File: src/rtl/dch_defs.vh
// Purpose : constants for the dog/count homing sequencer
// Assumes : 32-bit apb data, word-aligned registers
// Notes   : offsets are byte addresses
`ifndef DCH_DEFS_VH
`define DCH_DEFS_VH

// ----------------------------------------------------------------
// register offsets
// ----------------------------------------------------------------
`define DCH_OFS_CTRL      8'h00
`define DCH_OFS_MODE      8'h04
`define DCH_OFS_HSPEED    8'h08
`define DCH_OFS_CREEP     8'h0c
`define DCH_OFS_SHIFT     8'h10
`define DCH_OFS_HOMEPOS   8'h14
`define DCH_OFS_POSTDOG   8'h18
`define DCH_OFS_ACCDEC    8'h1c
`define DCH_OFS_STATUS    8'h20
`define DCH_OFS_CURPOS    8'h24

// ----------------------------------------------------------------
// field positions
// ----------------------------------------------------------------
`define DCH_CTRL_ABORT    0
`define DCH_MODE_DIR      4
`define DCH_MODE_POL      5
`define DCH_METHOD_DOG    4'h0
`define DCH_METHOD_COUNT  4'h1

// ----------------------------------------------------------------
// reset values
// ----------------------------------------------------------------
`define DCH_RST_MODE      32'h0000_0020
`define DCH_RST_SPEED     32'h0000_0000
`define DCH_RST_ACCDEC    32'h0000_0000
`define DCH_RST_WORD      32'h0000_0000

`endif

File: src/rtl/dch_homing.v
// Purpose : dog-type and count-type home position return sequencer
// Assumes : one clock CORE_CLK 25 MHz, synchronous active-low RESETN
// Notes   : pins pass two flip-flops; distances count FB_STEP pulses
//
// Implementation choices: the APB register port and the placing of the registers.
`timescale 1ns/100ps
`default_nettype none
`include "dch_defs.vh"

// Functional notes
// host sets auto/manual select before asking for a home return.
// host drives all eight point-table select bits to zero.
// with two stations, host also sets position/speed source select.
// method low digit 0 selects dog-type homing.
// method low digit 1 selects count-type homing.
// homing speed until dog found, creep speed afterwards.
// dog mode decelerates at front end, home at first index past rear.
// dog mode shifts home by shift distance from that index pulse.
// point table one accel/decel constants drive all homing motion.
// on completion current position loads the home position data.
// count mode travels post-dog distance then takes next index.
// dog source holds dog active at least 10 ms in count mode.
// count mode shift distance starts at index after post-dog travel.
// start direction follows the homing direction setting.
// dog input is read through the dog polarity setting.
// host changes point-table select early for fieldbus delay.
// direction 0 moves to rising addresses, 1 to falling ones.
// polarity 0 detects dog when off, 1 when on.
// homing-complete output rises once home reached and position loaded.
// index pulses count only in the seek phase of homing.
module dch_homing
(
   // clock and reset
   input  wire        CORE_CLK,
   input  wire        RESETN,
   // apb slave
   input  wire        PSEL,
   input  wire        PENABLE,
   input  wire        PWRITE,
   input  wire [7:0]  PADDR,
   input  wire [31:0] PWDATA,
   output reg  [31:0] PRDATA,
   output reg         PREADY,
   output reg         PSLVERR,
   // host remote inputs
   input  wire        HOME_START,
   input  wire        AUTO_MANUAL_SELECT,
   input  wire [7:0]  POINT_TABLE_SEL,
   input  wire        POS_SPEED_SOURCE_SELECT,
   input  wire        TWO_STATIONS,
   // machine sensors
   input  wire        DOG_IN,
   input  wire        INDEX_PULSE,
   input  wire        FB_STEP,
   // motion command
   output reg  [31:0] CMD_SPEED,
   output reg         CMD_DIR_DOWN,
   output reg  [15:0] CMD_ACC_TIME,
   output reg  [15:0] CMD_DEC_TIME,
   output reg         CMD_DECEL,
   // status
   output reg         HOME_BUSY,
   output reg         HOME_COMPLETE,
   output reg         HOME_ERROR
);

// ----------------------------------------------------------------
// states
// ----------------------------------------------------------------
localparam [2:0] ST_IDLE  = 3'h0;
localparam [2:0] ST_FAST  = 3'h1;
localparam [2:0] ST_REAR  = 3'h2;
localparam [2:0] ST_TRVL  = 3'h3;
localparam [2:0] ST_SEEK  = 3'h4;
localparam [2:0] ST_SHIFT = 3'h5;
localparam [2:0] ST_DONE  = 3'h6;
localparam [2:0] ST_ERR   = 3'h7;
localparam       NSYNC    = 15;

// ----------------------------------------------------------------
// pin synchronisers
// ----------------------------------------------------------------
wire [NSYNC-1:0] pin_raw;
wire [NSYNC-1:0] pin_s;
reg  [NSYNC-1:0] pin_m_q;
reg  [NSYNC-1:0] pin_s_q;
reg  [2:0]       edge_q;
genvar gi;

assign pin_raw = {HOME_START, AUTO_MANUAL_SELECT, POINT_TABLE_SEL,
                  POS_SPEED_SOURCE_SELECT, TWO_STATIONS, DOG_IN,
                  INDEX_PULSE, FB_STEP};

generate
   for (gi = 0; gi < NSYNC; gi = gi + 1)
   begin : g_sync
      always @(posedge CORE_CLK)
      begin
         if (!RESETN)
         begin
            pin_m_q[gi] <= 1'b0;
            pin_s_q[gi] <= 1'b0;
         end
         else
         begin
            pin_m_q[gi] <= pin_raw[gi];
            pin_s_q[gi] <= pin_m_q[gi];
         end
      end
   end
endgenerate
assign pin_s = pin_s_q;

wire       start_s   = pin_s[14];
wire       auto_man  = pin_s[13];
wire [7:0] pt_sel    = pin_s[12:5];
wire       src_sel   = pin_s[4];
wire       two_st    = pin_s[3];
wire       dog_s     = pin_s[2];
wire       index_s   = pin_s[1];
wire       step_s    = pin_s[0];

// edge detectors on the second stage only
always @(posedge CORE_CLK)
begin
   if (!RESETN)
      edge_q <= 3'h0;
   else
      edge_q <= {start_s, index_s, step_s};
end
wire start_rise = start_s & ~edge_q[2];
wire index_rise = index_s & ~edge_q[1];
wire step_rise  = step_s  & ~edge_q[0];

// ----------------------------------------------------------------
// registers
// ----------------------------------------------------------------
reg [31:0] mode_q;
reg [31:0] hspeed_q;
reg [31:0] creep_q;
reg [31:0] shift_q;
reg [31:0] homepos_q;
reg [31:0] postdog_q;
reg [31:0] accdec_q;
reg        abort_q;
reg [31:0] curpos_q;
reg [2:0]  state_q;
reg [2:0]  state_d;
reg [31:0] remain_q;
reg [31:0] remain_d;
reg        dog_prev_q;

function [3:0] reg_index;
   input [7:0] addr;
   begin
      case (addr)
         `DCH_OFS_CTRL:    reg_index = 4'h0;
         `DCH_OFS_MODE:    reg_index = 4'h1;
         `DCH_OFS_HSPEED:  reg_index = 4'h2;
         `DCH_OFS_CREEP:   reg_index = 4'h3;
         `DCH_OFS_SHIFT:   reg_index = 4'h4;
         `DCH_OFS_HOMEPOS: reg_index = 4'h5;
         `DCH_OFS_POSTDOG: reg_index = 4'h6;
         `DCH_OFS_ACCDEC:  reg_index = 4'h7;
         `DCH_OFS_STATUS:  reg_index = 4'h8;
         `DCH_OFS_CURPOS:  reg_index = 4'h9;
         default:          reg_index = 4'hf;
      endcase
   end
endfunction

// answer one cycle into the access phase
wire       apb_setup = PSEL & ~PENABLE;
wire       apb_done  = PSEL & PENABLE & PREADY;
wire [3:0] rd_idx    = reg_index(PADDR);
wire       wr_now    = apb_done & PWRITE & ~PSLVERR;

always @(posedge CORE_CLK)
begin
   if (!RESETN)
   begin
      PREADY    <= 1'b0;
      PSLVERR   <= 1'b0;
      PRDATA    <= `DCH_RST_WORD;
   end
   else
   begin
      PREADY    <= apb_setup;
      PSLVERR   <= apb_setup & (rd_idx == 4'hf);
      if (apb_setup & ~PWRITE)
      begin
         case (rd_idx)
            4'h0:    PRDATA <= {31'h0, abort_q};
            4'h1:    PRDATA <= mode_q;
            4'h2:    PRDATA <= hspeed_q;
            4'h3:    PRDATA <= creep_q;
            4'h4:    PRDATA <= shift_q;
            4'h5:    PRDATA <= homepos_q;
            4'h6:    PRDATA <= postdog_q;
            4'h7:    PRDATA <= accdec_q;
            4'h8:    PRDATA <= {25'h0, dog_prev_q, HOME_ERROR,
                                HOME_COMPLETE, HOME_BUSY, state_q};
            4'h9:    PRDATA <= curpos_q;
            default: PRDATA <= `DCH_RST_WORD;
         endcase
      end
      else
         PRDATA <= `DCH_RST_WORD;
   end
end

always @(posedge CORE_CLK)
begin
   if (!RESETN)
   begin
      abort_q   <= 1'b0;
      mode_q    <= `DCH_RST_MODE;
      hspeed_q  <= `DCH_RST_SPEED;
      creep_q   <= `DCH_RST_SPEED;
      shift_q   <= `DCH_RST_WORD;
      homepos_q <= `DCH_RST_WORD;
      postdog_q <= `DCH_RST_WORD;
      accdec_q  <= `DCH_RST_ACCDEC;
   end
   else
   begin
      // abort is a one-shot; it self-clears the cycle after the write
      abort_q <= wr_now & (rd_idx == 4'h0) & PWDATA[`DCH_CTRL_ABORT];
      if (wr_now)
      begin
         case (rd_idx)
            4'h1:    mode_q    <= PWDATA;
            4'h2:    hspeed_q  <= PWDATA;
            4'h3:    creep_q   <= PWDATA;
            4'h4:    shift_q   <= PWDATA;
            4'h5:    homepos_q <= PWDATA;
            4'h6:    postdog_q <= PWDATA;
            4'h7:    accdec_q  <= PWDATA;
            default: mode_q    <= mode_q;
         endcase
      end
   end
end

// ----------------------------------------------------------------
// sequencer
// ----------------------------------------------------------------
wire [3:0] method   = mode_q[3:0];
wire       dir_down = mode_q[`DCH_MODE_DIR];
wire       dog_act  = mode_q[`DCH_MODE_POL] ? dog_s : ~dog_s;
wire       dog_front = dog_act & ~dog_prev_q;
wire       dog_rear  = ~dog_act & dog_prev_q;
// request is only honoured with the host's mode bits in place
wire       req_ok   = auto_man & (pt_sel == 8'h00) & (~two_st | src_sel);
wire       moving   = (state_q != ST_IDLE) & (state_q != ST_DONE) &
                      (state_q != ST_ERR);

always @*
begin
   state_d  = state_q;
   remain_d = remain_q;
   if (step_rise & (remain_q != 32'h0))
      remain_d = remain_q - 32'h1;
   case (state_q)
      ST_IDLE, ST_DONE, ST_ERR:
      begin
         if (start_rise)
         begin
            if (~req_ok)
               state_d = ST_ERR;
            else if ((method == `DCH_METHOD_DOG) |
                     (method == `DCH_METHOD_COUNT))
               state_d = ST_FAST;
            else
               state_d = ST_ERR;
         end
      end
      ST_FAST:
      begin
         if (dog_front)
         begin
            if (method == `DCH_METHOD_COUNT)
            begin
               state_d  = ST_TRVL;
               remain_d = postdog_q;
            end
            else
               state_d = ST_REAR;
         end
      end
      ST_REAR:
      begin
         if (dog_rear)
            state_d = ST_SEEK;
      end
      ST_TRVL:
      begin
         if (remain_d == 32'h0)
            state_d = ST_SEEK;
      end
      ST_SEEK:
      begin
         if (index_rise)
         begin
            remain_d = shift_q;
            state_d  = ST_SHIFT;
         end
      end
      ST_SHIFT:
      begin
         if (remain_d == 32'h0)
            state_d = ST_DONE;
      end
      default:
         state_d = ST_IDLE;
   endcase
   if (abort_q & moving)
      state_d = ST_ERR;
end

always @(posedge CORE_CLK)
begin
   if (!RESETN)
   begin
      state_q    <= ST_IDLE;
      remain_q   <= 32'h0;
      dog_prev_q <= 1'b0;
      curpos_q   <= 32'h0;
   end
   else
   begin
      state_q    <= state_d;
      remain_q   <= remain_d;
      dog_prev_q <= dog_act;
      if ((state_d == ST_DONE) & (state_q != ST_DONE))
         curpos_q <= homepos_q;
      else if (step_rise)
         curpos_q <= dir_down ? curpos_q - 32'h1 : curpos_q + 32'h1;
   end
end

// ----------------------------------------------------------------
// motion command and status outputs
// ----------------------------------------------------------------
always @(posedge CORE_CLK)
begin
   if (!RESETN)
   begin
      CMD_SPEED     <= 32'h0;
      CMD_DIR_DOWN  <= 1'b0;
      CMD_ACC_TIME  <= 16'h0;
      CMD_DEC_TIME  <= 16'h0;
      CMD_DECEL     <= 1'b0;
      HOME_BUSY     <= 1'b0;
      HOME_COMPLETE <= 1'b0;
      HOME_ERROR    <= 1'b0;
   end
   else
   begin
      case (state_q)
         ST_FAST:                 CMD_SPEED <= hspeed_q;
         ST_REAR, ST_TRVL,
         ST_SEEK, ST_SHIFT:       CMD_SPEED <= creep_q;
         default:                 CMD_SPEED <= 32'h0;
      endcase
      CMD_DIR_DOWN  <= dir_down;
      CMD_ACC_TIME  <= accdec_q[15:0];
      CMD_DEC_TIME  <= accdec_q[31:16];
      // slow-down is asked for from the dog front end onward
      CMD_DECEL     <= moving & (state_q != ST_FAST);
      HOME_BUSY     <= moving;
      HOME_COMPLETE <= (state_q == ST_DONE);
      HOME_ERROR    <= (state_q == ST_ERR);
   end
end

endmodule
`default_nettype wire

File: config.mk
export PLATFORM = sky130hd
export DESIGN_NAME = dch_homing
export DESIGN_NICKNAME = d
export VERILOG_FILES = /design/src/rtl/dch_homing.v
export VERILOG_INCLUDE_DIRS = /design/src /design/src/rtl
export SDC_FILE = /design/constraint.sdc
export NUM_CORES = 1
export LEC_CHECK = 0
export BUFFER_PORTS_ARGS = -buffer_cell sky130_fd_sc_hd__buf_2
export CELL_PAD_IN_SITES_DETAIL_PLACEMENT = 0
export CELL_PAD_IN_SITES_GLOBAL_PLACEMENT = 1
export CORE_MARGIN = 2
export CORE_UTILIZATION = 48
export DETAILED_ROUTE_END_ITERATION = 10
export GPL_ROUTABILITY_DRIVEN = 0
export PLACE_DENSITY = 0.92
export SLEW_MARGIN = 0
export SYNTH_ARGS = -nofsm -noshare
export SYNTH_HDL_FRONTEND = slang
export SYNTH_SLANG_ARGS = --single-unit
File: constraint.sdc
create_clock -name CORE_CLK -period 11.64 [get_ports CORE_CLK]
set_clock_uncertainty 0.2 [all_clocks]
set_input_delay 0 -clock CORE_CLK [delete_from_list [all_inputs] [get_ports CORE_CLK]]
set_output_delay 0 -clock CORE_CLK [all_outputs]
set_load 0.01 [all_outputs]
* After elaboration in Yosys (flattened, before gate mapping) *
Cells that the tools add are included.

word-level totals
  bits in registers = 429
  word-level logic and storage cells = 164

operators by class
  add/sub/neg operators = 3
  equal/unequal tests = 31
  mux-type cells = 23
  bitwise operators = 34
  reductions and logical operators = 19

operator list
  cell                                                                   number
  32-bit case mux with 10 select lines                                   1
  32-bit two-way mux                                                     7
  32-bit case mux with 2 select lines                                    2
  32-bit by 1-bit subtractor with 32-bit output (second input constant)  2
  4-bit case mux with 10 select lines                                    1
  32-bit by 1-bit adder with 32-bit output (second input constant)       1
  8-bit by 5-bit == test with 1-bit output (second input constant)       4
  32-bit zero test                                                       1
  32-bit nonzero test                                                    1
  3-bit two-way mux                                                      9
  1-bit AND                                                              22
  3-bit case mux with 6 select lines                                     1
  4-bit by 3-bit == test with 1-bit output (second input constant)       4
  8-bit by 4-bit == test with 1-bit output (second input constant)       2
  8-bit by 6-bit == test with 1-bit output (second input constant)       2
  8-bit zero test                                                        2
  2-bit AND reduction                                                    8
  3-bit == test (second input constant)                                  5
  4-bit == test (second input constant)                                  3
  1-bit inverter                                                         10
  4-bit by 1-bit == test with 1-bit output (second input constant)       2
  4-bit by 2-bit == test with 1-bit output (second input constant)       2
  8-bit by 3-bit == test with 1-bit output (second input constant)       1
  4-bit zero test                                                        2
  other kinds (11)                                                       15

* Depth between registers and ports, before layout *
Gate-level depths: netlist of the first run.

  word-level depth = 11
  mapped depth = 15

* Worst setup path before layout of the first run *
No wires, ideal clock.

  path type = register to register
  from = register remain_q[12]
  to = register curpos_q[18]
  setup time = 130 ps
  data arrival time = 4035 ps
  required time = 11310 ps
  path slack = 7275 ps
  cell stages (with the launch flop) = 15
  cell sequence = dfxtp_1 buf_6 or4_4 or3_2 buf_2 or3_1 buf_6 or3_2 xnor2_1 or3_4 or2_4 a311o_2 nand2_4 clkbuf_8 a311oi_2

between the ends
  cells in the longest elaborated chain, start to end = 10
  elaborated cells on any way between the ends = 13

RTL lines
  what                                                                                                   line                                source
  start: declaration                                                                                     dch_homing.v:149                    reg [31:0] remain_q;
  start signal: assignment                                                                               dch_homing.v:333                    remain_q <= remain_d;
  parallel branches: the longest is 2 deep, another holds 32-bit by 1-bit subtractor with 32-bit output  -
  32-bit two-way mux *                                                                                   dch_homing.v:262                    if (step_rise & (remain_q != 32'h0))
  32-bit zero test *                                                                                     dch_homing.v:298, dch_homing.v:311
  3-bit two-way mux (on tied branches)                                                                   dch_homing.v:311, dch_homing.v:298
  3-bit case mux with 6 select lines *                                                                   dch_homing.v:264                    case (state_q)
  3-bit two-way mux *                                                                                    dch_homing.v:317                    if (abort_q & moving)
  3-bit == test *                                                                                        dch_homing.v:335                    if ((state_d == ST_DONE) & (state_q != ST_DONE))
  1-bit AND *                                                                                            dch_homing.v:335
  32-bit two-way mux or 2-bit nonzero test (tied branches)                                               -
  end signal: assignment                                                                                 dch_homing.v:336                    curpos_q <= homepos_q;
  end signal: assignment                                                                                 dch_homing.v:338                    curpos_q <= dir_down ? curpos_q - 32'h1 : curpos_q + 32'h1;
  end: declaration                                                                                       dch_homing.v:146                    reg [31:0] curpos_q;

Every way passes the cells marked *.
A chain may end at the register's enable or synchronous reset.

* Worst setup path after layout of the first run *
  from = register remain_q[12]
  to = register curpos_q[3]

Same word-level chain as after synthesis.

==> results.py, run 1 <==
metrics = {
    "drt": {
        "drt_pre_antenna_iters": 6,
        "final_antenna_net_count": 0,
        "remaining_drc_errors": 0,
        "wirelength_um": 60500,
        "via_per_inst": 6.01,
        "wl_per_cell_um": 20.5,
        "vias": 17702,
        "drtIter0Drc": 2164,
    },
    "yosys": {
        "synth_area_per_cell_um2": 8.24,
        "synthMostInstantiatedCell": "nand2_1",
        "synthTopCellsByArea": "dfxtp_1, nand2_1, a21oi_1",
        "syn-num-nets": 2334,
        "async_flop_share_pct": 0,
        "syn-cell-area_um2": 18500,
        "synthCells": 2241,
        "ys_seq_elements": 429,
        "synthTopCellsByCount": "nand2_1, dfxtp_1, a21oi_1",
        "synth_ff_type": "dfxtp_1",
        "synth_top_cell_by_area": "dfxtp_1",
        "ys_types": 77,
        "synth_top_area_share_pct": 46.5,
        "yosysWarnings": 0,
        "seq_area_frac_synth_pct": 46.5,
        "synth_edf_count": 0,
    },
    "clock_network": {
        "post_cts_resized": 0,
        "clk_path_buf_depth": 3,
        "cts-root-buf": "clkbuf_16",
        "post-cts-setup-buffer-count": 0,
        "clock_latency_ns": 0.58,
        "cts_tree": "yes",
        "cts.sinks": 429,
        "cts_buffers": 46,
        "ctsHtreeMaxLevel": 2,
        "clkTransAtPathRegs_ns": 0.06,
    },
    "timing": {
        "min_period_ns": 5.01,
        "rsz0062_at_grt": "false",
        "setup_viol": 0,
        "fmax_mhz": 200,
        "drv_slew": 0,
        "worst_pin_slew_ns": 1.08,
        "final.period_utilization_pct": 43.1,
        "hold_viol": 0,
        "fin_tns_setup_ns": 0,
        "slew_headroom_pct": 27.7,
    },
    "worst_setup_path": {
        "crit_type": "reg -> reg",
        "worstPathRequired_ns": 11.91,
        "cp_slowest_stage_delay_ns": 0.68,
        "cp-end-kind": "register",
        "cpMostUsedCell": "or4_4",
        "slowest_stage": "or4b_2",
        "worst_ep_arrival_time_ns": 5.28,
        "cp_cell_sequence": "or4_4 > or4_4 > or4b_2 > xor2_1 > nand3_1 > nor4_1 > nand4_1 > or2_4 > a311oi_4 > buf_4 > nor3_1 > a311oi_1",
        "critical_path.max_fanout": 32,
        "critPathLaunchType": "register",
    },
    "status": {
        "run_status": "completed",
    },
    "power": {
        "leakagePower_nw": 8.03,
        "report.power.total_mw": 4.54,
        "vdd_drop_max_mv": 0.182,
        "p_per_area_nw_per_um2": 207,
    },
    "job": {
        "cap_viol_max_count": 0,
    },
    "die": {
        "rows": 71,
        "die-area_um2": 40100,
        "ios": 163,
        "die_h_um": 200,
        "start_util_pct": 48.9,
        "core_area_um2": 37800,
        "die_w_um": 200,
    },
    "global_route": {
        "antenna_found_initial": 0,
        "top_usage_layer": "met2",
        "grtUsageTotal_pct": 29.4,
        "grt_pass1_vias": 17189,
        "grt_max_degree": 141,
        "grtUsageMet3_pct": 4.96,
        "grt-ovfl-total": 0,
        "grt_pass1_wl_um": 95700,
        "grt_use_met2_pct": 48.8,
        "grtUsageMet1_pct": 38.7,
    },
    "finish": {
        "multiInputGateArea_um2": 9190,
        "nFillCells": 3348,
        "antenna_cells": 0,
        "nets": 2496,
        "final_layout_size_suffix_gt1_share_pct": 13.1,
        "register_area_um2": 8590,
        "finish.utilization_pct": 58.2,
        "area_growth_pct": 18.9,
    },
    "placed_design": {
        "numPortBuffers": 162,
        "hpwl_um": 37500,
    },
    "min_path": {
        "hold_class": "in -> reg",
    },
}
==> cell usage in the layout, fill, tap and decap left out, drive strengths merged, types with 8 or more instances in the layout <==
| cell | synthesis | layout |
|---|---|---|
| or3 | 18 | 18 |
| nand3 | 20 | 20 |
| a222oi | 25 | 25 |
| nand2b | 9 | 9 |
| nor4 | 19 | 19 |
| clkbuf | 146 | 62 |
| dlygate4sd3 | 0 | 86 |
| inv | 16 | 18 |
| nand2 | 579 | 579 |
| dfxtp | 429 | 429 |
| clkinv | 1 | 9 |
| buf | 18 | 192 |
| nor3 | 56 | 56 |
| a22o | 37 | 37 |
| a211oi | 12 | 12 |
| o21ai | 31 | 31 |
| a21oi | 290 | 290 |
| o31ai | 13 | 13 |
| nor2 | 97 | 97 |
| ha | 32 | 32 |
| o31a | 8 | 8 |
| or4 | 9 | 9 |
| xnor2 | 26 | 26 |
| a311oi | 20 | 20 |
| a22oi | 60 | 60 |
| o21a | 9 | 9 |
| a21o | 10 | 10 |
| a31oi | 39 | 39 |
| a221oi | 49 | 49 |
| nand4 | 8 | 8 |
| xor2 | 19 | 19 |
| and2 | 73 | 73 |
==> metrics by stage <==
stage | setup slack, ns | hold WS (ns) | cells | cell area, µm²
CTS | 6.78 | 0.0537 | 2946 | 22000
global placement | 6.94 | 0.0112 | 2780 | 19500
floorplan | 7.27 | -0.0761 | 2241 | 18500
global route | 6.43 | 0.0787 | 2946 | 22000
detailed placement | 6.81 | 0.0109 | 2780 | 19500
finish | 6.63 | 0.0703 | 2946 | 22000
==> layer usage <==
metal,wire length (µm),up-vias
met5,0,-
met4,1800,0
met3,4820,156
met2,28600,842
met1,25300,8438
li1,-,8266
==> worst max-delay path: cells and delay by family (launching register included) <==
kind | cells | cell delay [ns]
flops | 1 | 0.38
xor+xnor | 1 | 0.21
buf+inv | 1 | 0.44
compound gates | 2 | 0.55
simple gates | 8 | 3.11
==> layout make-up <==
| class | instances | area share (%) |
|---|---|---|
| Clock inverter | 18 | 1.30 |
| Inverter | 17 | 0.325 |
| Tap cell | 511 | 2.91 |
| Clock buffer | 62 | 5.93 |
| Multi-Input combinational cell | 1631 | 41.8 |
| Sequential cell | 429 | 39.1 |
| Timing Repair Buffer | 278 | 8.63 |
==> flip-flops by register name, summed over array words and instances, names as in the netlist, 3 cells and up <==
name	cells
CMD_SPEED	32
PRDATA	32
accdec_q	32
creep_q	32
curpos_q	32
homepos_q	32
hspeed_q	32
mode_q	32
postdog_q	32
remain_q	32
shift_q	32
CMD_ACC_TIME	16
CMD_DEC_TIME	16
pin_m_q	15
pin_s	8
edge_q	3
state_q	3
==> repair_timing <==
| item | in CTS | in global routing |
|---|---|---|
| hold buffers | 86 | 0 |
| endpoints found under the hold margin | 262 | 0 |
| setup endpoints to repair | 0 | 0 |
==> worst paths after layout <==
path | from | end | slack, ns | cells after the start
worst max-delay path | remain_q[12]$_SDFF_PN0_ | curpos_q[3]$_SDFFE_PN0P_ | 6.63 | 12
worst min-delay path | PWDATA[26] | homepos_q[26]$_SDFFE_PN0P_ | 0.07 | 4
worst max register to register | remain_q[12]$_SDFF_PN0_ | curpos_q[3]$_SDFFE_PN0P_ | 6.63 | 12
worst min register to register | pin_m_q[14]$_SDFF_PN0_ | start_s$_SDFF_PN0_ | 0.24 | 1
==> logic make-up (layout without fill, tap and decap cells) <==
group | after synthesis | in the layout | synth area share, %
AND/OR/NAND/NOR | 917 | 917 | 21.9
multiplexers | 2 | 2 | 0.108
XOR/XNOR | 45 | 45 | 2.17
AO/OA/AOI/OAI | 634 | 634 | 22.9
adder cells (fa/ha/maj) | 33 | 33 | 2.28
flip-flops | 429 | 429 | 46.5
buffers and inverters | 181 | 375 | 4.19
==> report_power, final <==
group / internal [mW] / switching, mW / leakage, nW / total [mW]
Clock: 0.939 / 0.607 / 0.779 / 1.55
Combinational: 0.469 / 0.857 / 3.79 / 1.33
Sequential: 1.56 / 0.112 / 3.47 / 1.67
Total: 2.97 / 1.58 / 8.03 / 4.54
(Power assumes the default switching activity.)
==> inputs of run 2 (changes only) <==
Settings changed: ABC_AREA set to 1, CORE_UTILIZATION 48 to 44, PLACE_DENSITY 0.92 to 0.88.
Clock period 11.64 ns to 5 ns, I/O delays scaled along.
==> results.py, run 2 <==
metrics = {
    "finish": {
        "area_growth_pct": 19.0,
        "register_area_um2": 8590,
        "multiInputGateArea_um2": 9150,
        "postLayoutCellArea_um2": 23600,
        "final_cell_mix": "nand2_1, dfxtp_1, inv_1",
        "mostFrequentLayoutCell": "nand2_1",
        "final_layout_size_suffix_gt1_share_pct": 11.0,
        "nets": 3093,
        "nFillCells": 4273,
    },
    "power": {
        "p_comb_share_pct": 42.8,
        "p_sw_share_pct": 43.1,
        "intPower_mw": 7.42,
        "p_switching_mw": 5.63,
        "report.power.total_mw": 13.1,
        "vdd_drop_max_mv": 0.409,
        "pwr-share-clk_pct": 27.3,
        "p_per_area_nw_per_um2": 553,
        "pwr-share-seq_pct": 29.9,
        "leakagePower_nw": 10.2,
    },
    "worst_setup_path": {
        "timing.rr.start": "remain_q[0]$_SDFF_PN0_",
        "path_delay_family": "simple AND/OR/NAND/NOR gates",
        "ff2ff_setup_slack_ns": 0.38,
        "cp_slowest_stage_delay_ns": 0.78,
        "critPathBufInv": 4,
        "cp.depth": 21,
        "worstPathRequired_ns": 5.32,
        "crit_path_end": "curpos_q[15]$_SDFFE_PN0P_",
        "cp-end-kind": "register",
        "worst_ep_arrival_time_ns": 4.94,
        "cp-startpoint": "remain_q[0]$_SDFF_PN0_",
        "crit_type": "reg -> reg",
        "critical_path.max_fanout": 28,
        "cp_cell_sequence": "inv_2 > ha_1 > nand2_1 > nor2_1 > nand2_2 > nor2_1 > nor2_2 > buf_4 > nand2_1 > nand2_1 > nor2_1 > nand2_1 > nor2_1 > nand2_1 > inv_2 > nand3_1 > nand4_4 > nand3_2 > buf_4 > nand3_1 > a21oi_1",
        "reg2reg_to": "curpos_q[15]$_SDFFE_PN0P_",
        "slowest_stage": "nor2_2",
        "cpMostUsedCell": "nand2_1",
        "critPathLaunchType": "register",
        "rr_worst_depth": 21,
    },
    "timing": {
        "fin_tns_setup_ns": 0,
        "fmax_mhz": 216,
        "setup_viol": 0,
        "slew_headroom_pct": 16.6,
        "worst_slack_ns": 0.378,
        "hold_viol": 0,
        "drv_slew": 0,
        "rsz0062_at_grt": "false",
        "final.period_utilization_pct": 92.4,
        "worst_pin_slew_ns": 1.24,
        "min_period_ns": 4.62,
    },
    "job": {
        "cap_viol_max_count": 0,
    },
    "clock_network": {
        "cts_tree": "yes",
        "cts-root-buf": "clkbuf_16",
        "clk_path_buf_depth": 3,
        "clkTransAtPathRegs_ns": 0.06,
        "ctsHtreeMaxLevel": 2,
        "clock_latency_ns": 0.60,
        "cts_buffers": 47,
        "cts.sinks": 429,
    },
    "placed_design": {
        "hpwl_um": 49200,
        "post-place-ws_ns": 0.470,
        "numPortBuffers": 162,
        "placed_area_um2": 21100,
    },
    "yosys": {
        "syn-cell-area_um2": 19800,
        "synth_area_per_cell_um2": 7.06,
        "synth_edf_count": 0,
        "synthTopCellsByArea": "dfxtp_1, a21oi_1, nand2_1",
        "ys_seq_elements": 429,
        "ys_types": 49,
        "synth_top_cell_by_area": "dfxtp_1",
        "async_flop_share_pct": 0,
        "synthTopCellsByCount": "nand2_1, dfxtp_1, inv_1",
        "synth_ff_type": "dfxtp_1",
        "synthCells": 2811,
        "syn-num-nets": 2904,
        "synthMostInstantiatedCell": "nand2_1",
        "synth_top_area_share_pct": 43.3,
        "seq_area_frac_synth_pct": 43.3,
        "yosysWarnings": 0,
    },
    "global_route": {
        "grt_pass1_vias": 18988,
        "grtUsageTotal_pct": 30.0,
        "grt_max_degree": 109,
        "grt_pass1_wl_um": 109000,
        "antenna_found_initial": 1,
        "grt-ovfl-total": 0,
    },
    "die": {
        "rows": 77,
        "ios": 163,
        "die-area_um2": 46800,
        "start_util_pct": 44.7,
        "die_h_um": 216,
        "die_w_um": 216,
        "core_area_um2": 44400,
    },
    "drt": {
        "drt_pre_antenna_iters": 6,
        "final_antenna_net_count": 0,
        "via_per_inst": 5.53,
        "wl_per_cell_um": 19.7,
        "remaining_drc_errors": 0,
        "vias": 20086,
        "wirelength_um": 71600,
        "drtIter0Drc": 2013,
    },
    "status": {
        "run_status": "completed",
    },
    "min_path": {
        "hold_class": "in -> reg",
    },
}
## run 2: how the worst min path moves through the flow
stage,slack [ns],startpoint,cells past startpoint,endpoint
global route,0.1,PADDR[5],7,PRDATA[25]$_SDFF_PN0_
finish,0.05,PADDR[5],7,PRDATA[26]$_SDFF_PN0_
CTS,0.01,PADDR[5],7,PRDATA[25]$_SDFF_PN0_
global placement,-0.02,POINT_TABLE_SEL[6],3,pin_m_q[11]$_SDFF_PN0_
detailed placement,-0.02,POINT_TABLE_SEL[6],3,pin_m_q[11]$_SDFF_PN0_
floorplan,-0.10,FB_STEP,2,pin_m_q[0]$_SDFF_PN0_
## run 2: stage by stage
step,instances,hold WS (ns),utilization [%]
2_1_floorplan,2811,-0.102,-
3_3_place_gp,3451,-0.0173,47.5
3_5_place_dp,3451,-0.0153,47.5
4_1_cts,3629,0.00981,53.2
5_1_grt,3629,0.0970,53.2
6_report,3630,0.0537,53.2
## run 2: worst register-to-register path, delay by kind of cell, from the launching register on
kind | cells | cell delay [ns]
AOI/OAI and AO/OA | 1 | 0.17
and+or+nand+nor | 15 | 2.80
adders and majority gates | 1 | 0.22
buffers and inverters | 4 | 0.82
DFF | 1 | 0.34
## run 2: cell type report
cell class / instances / area share (%)
multi-input cells: 1823 / 38.7
well taps: 592 / 3.14
clock buffers: 61 / 5.67
diodes: 1 / 0.0106
clock inverters: 25 / 1.03
repair buffers: 291 / 8.54
inverters: 408 / 6.49
flip-flops and latches: 429 / 36.4
## run 2: power groups by stage
stage                     combinational (mW)  clock (mW)  sequential [mW]
after global placement                  5.48           0             3.95
after floorplan                         4.04           0             3.86
final                                   5.59        3.56             3.90
after global routing                    6.20        3.73             3.92
after detailed placement                5.42           0             3.96
after CTS                               5.50        3.60             3.89
## run 2: cells by family (layout without fill, tap and decap cells)
group                      Yosys count  count (layout)  synth area share (%)
adders and majority gates           33              33                  2.12
buffers and inverters              559             785                  10.9
xor gates and xnor gates            33              33                  1.46
AOI/OAI and AO/OA                  855             855                  23.6
other                                0               1                     0
DFF                                429             429                  43.3
and+or+nand+nor                    902             902                  18.7
## run 2: per-layer routing
| metal | wire [µm] | GRT usage, % | vias to the layer above |
|---|---|---|---|
| li1 | - | - | 9634 |
| met1 | 28900 | 37.1 | 9254 |
| met2 | 32500 | 49.2 | 982 |
| met3 | 5590 | 4.95 | 216 |
| met4 | 4590 | 17.9 | 0 |
| met5 | 0 | 0 | - |
## run 2: timing repair
item | in CTS | in global routing
hold endpoints to repair | 261 | 0
buffers inserted | 0 | 0
hold buffers | 92 | 0
gates resized for setup | 0 | 0
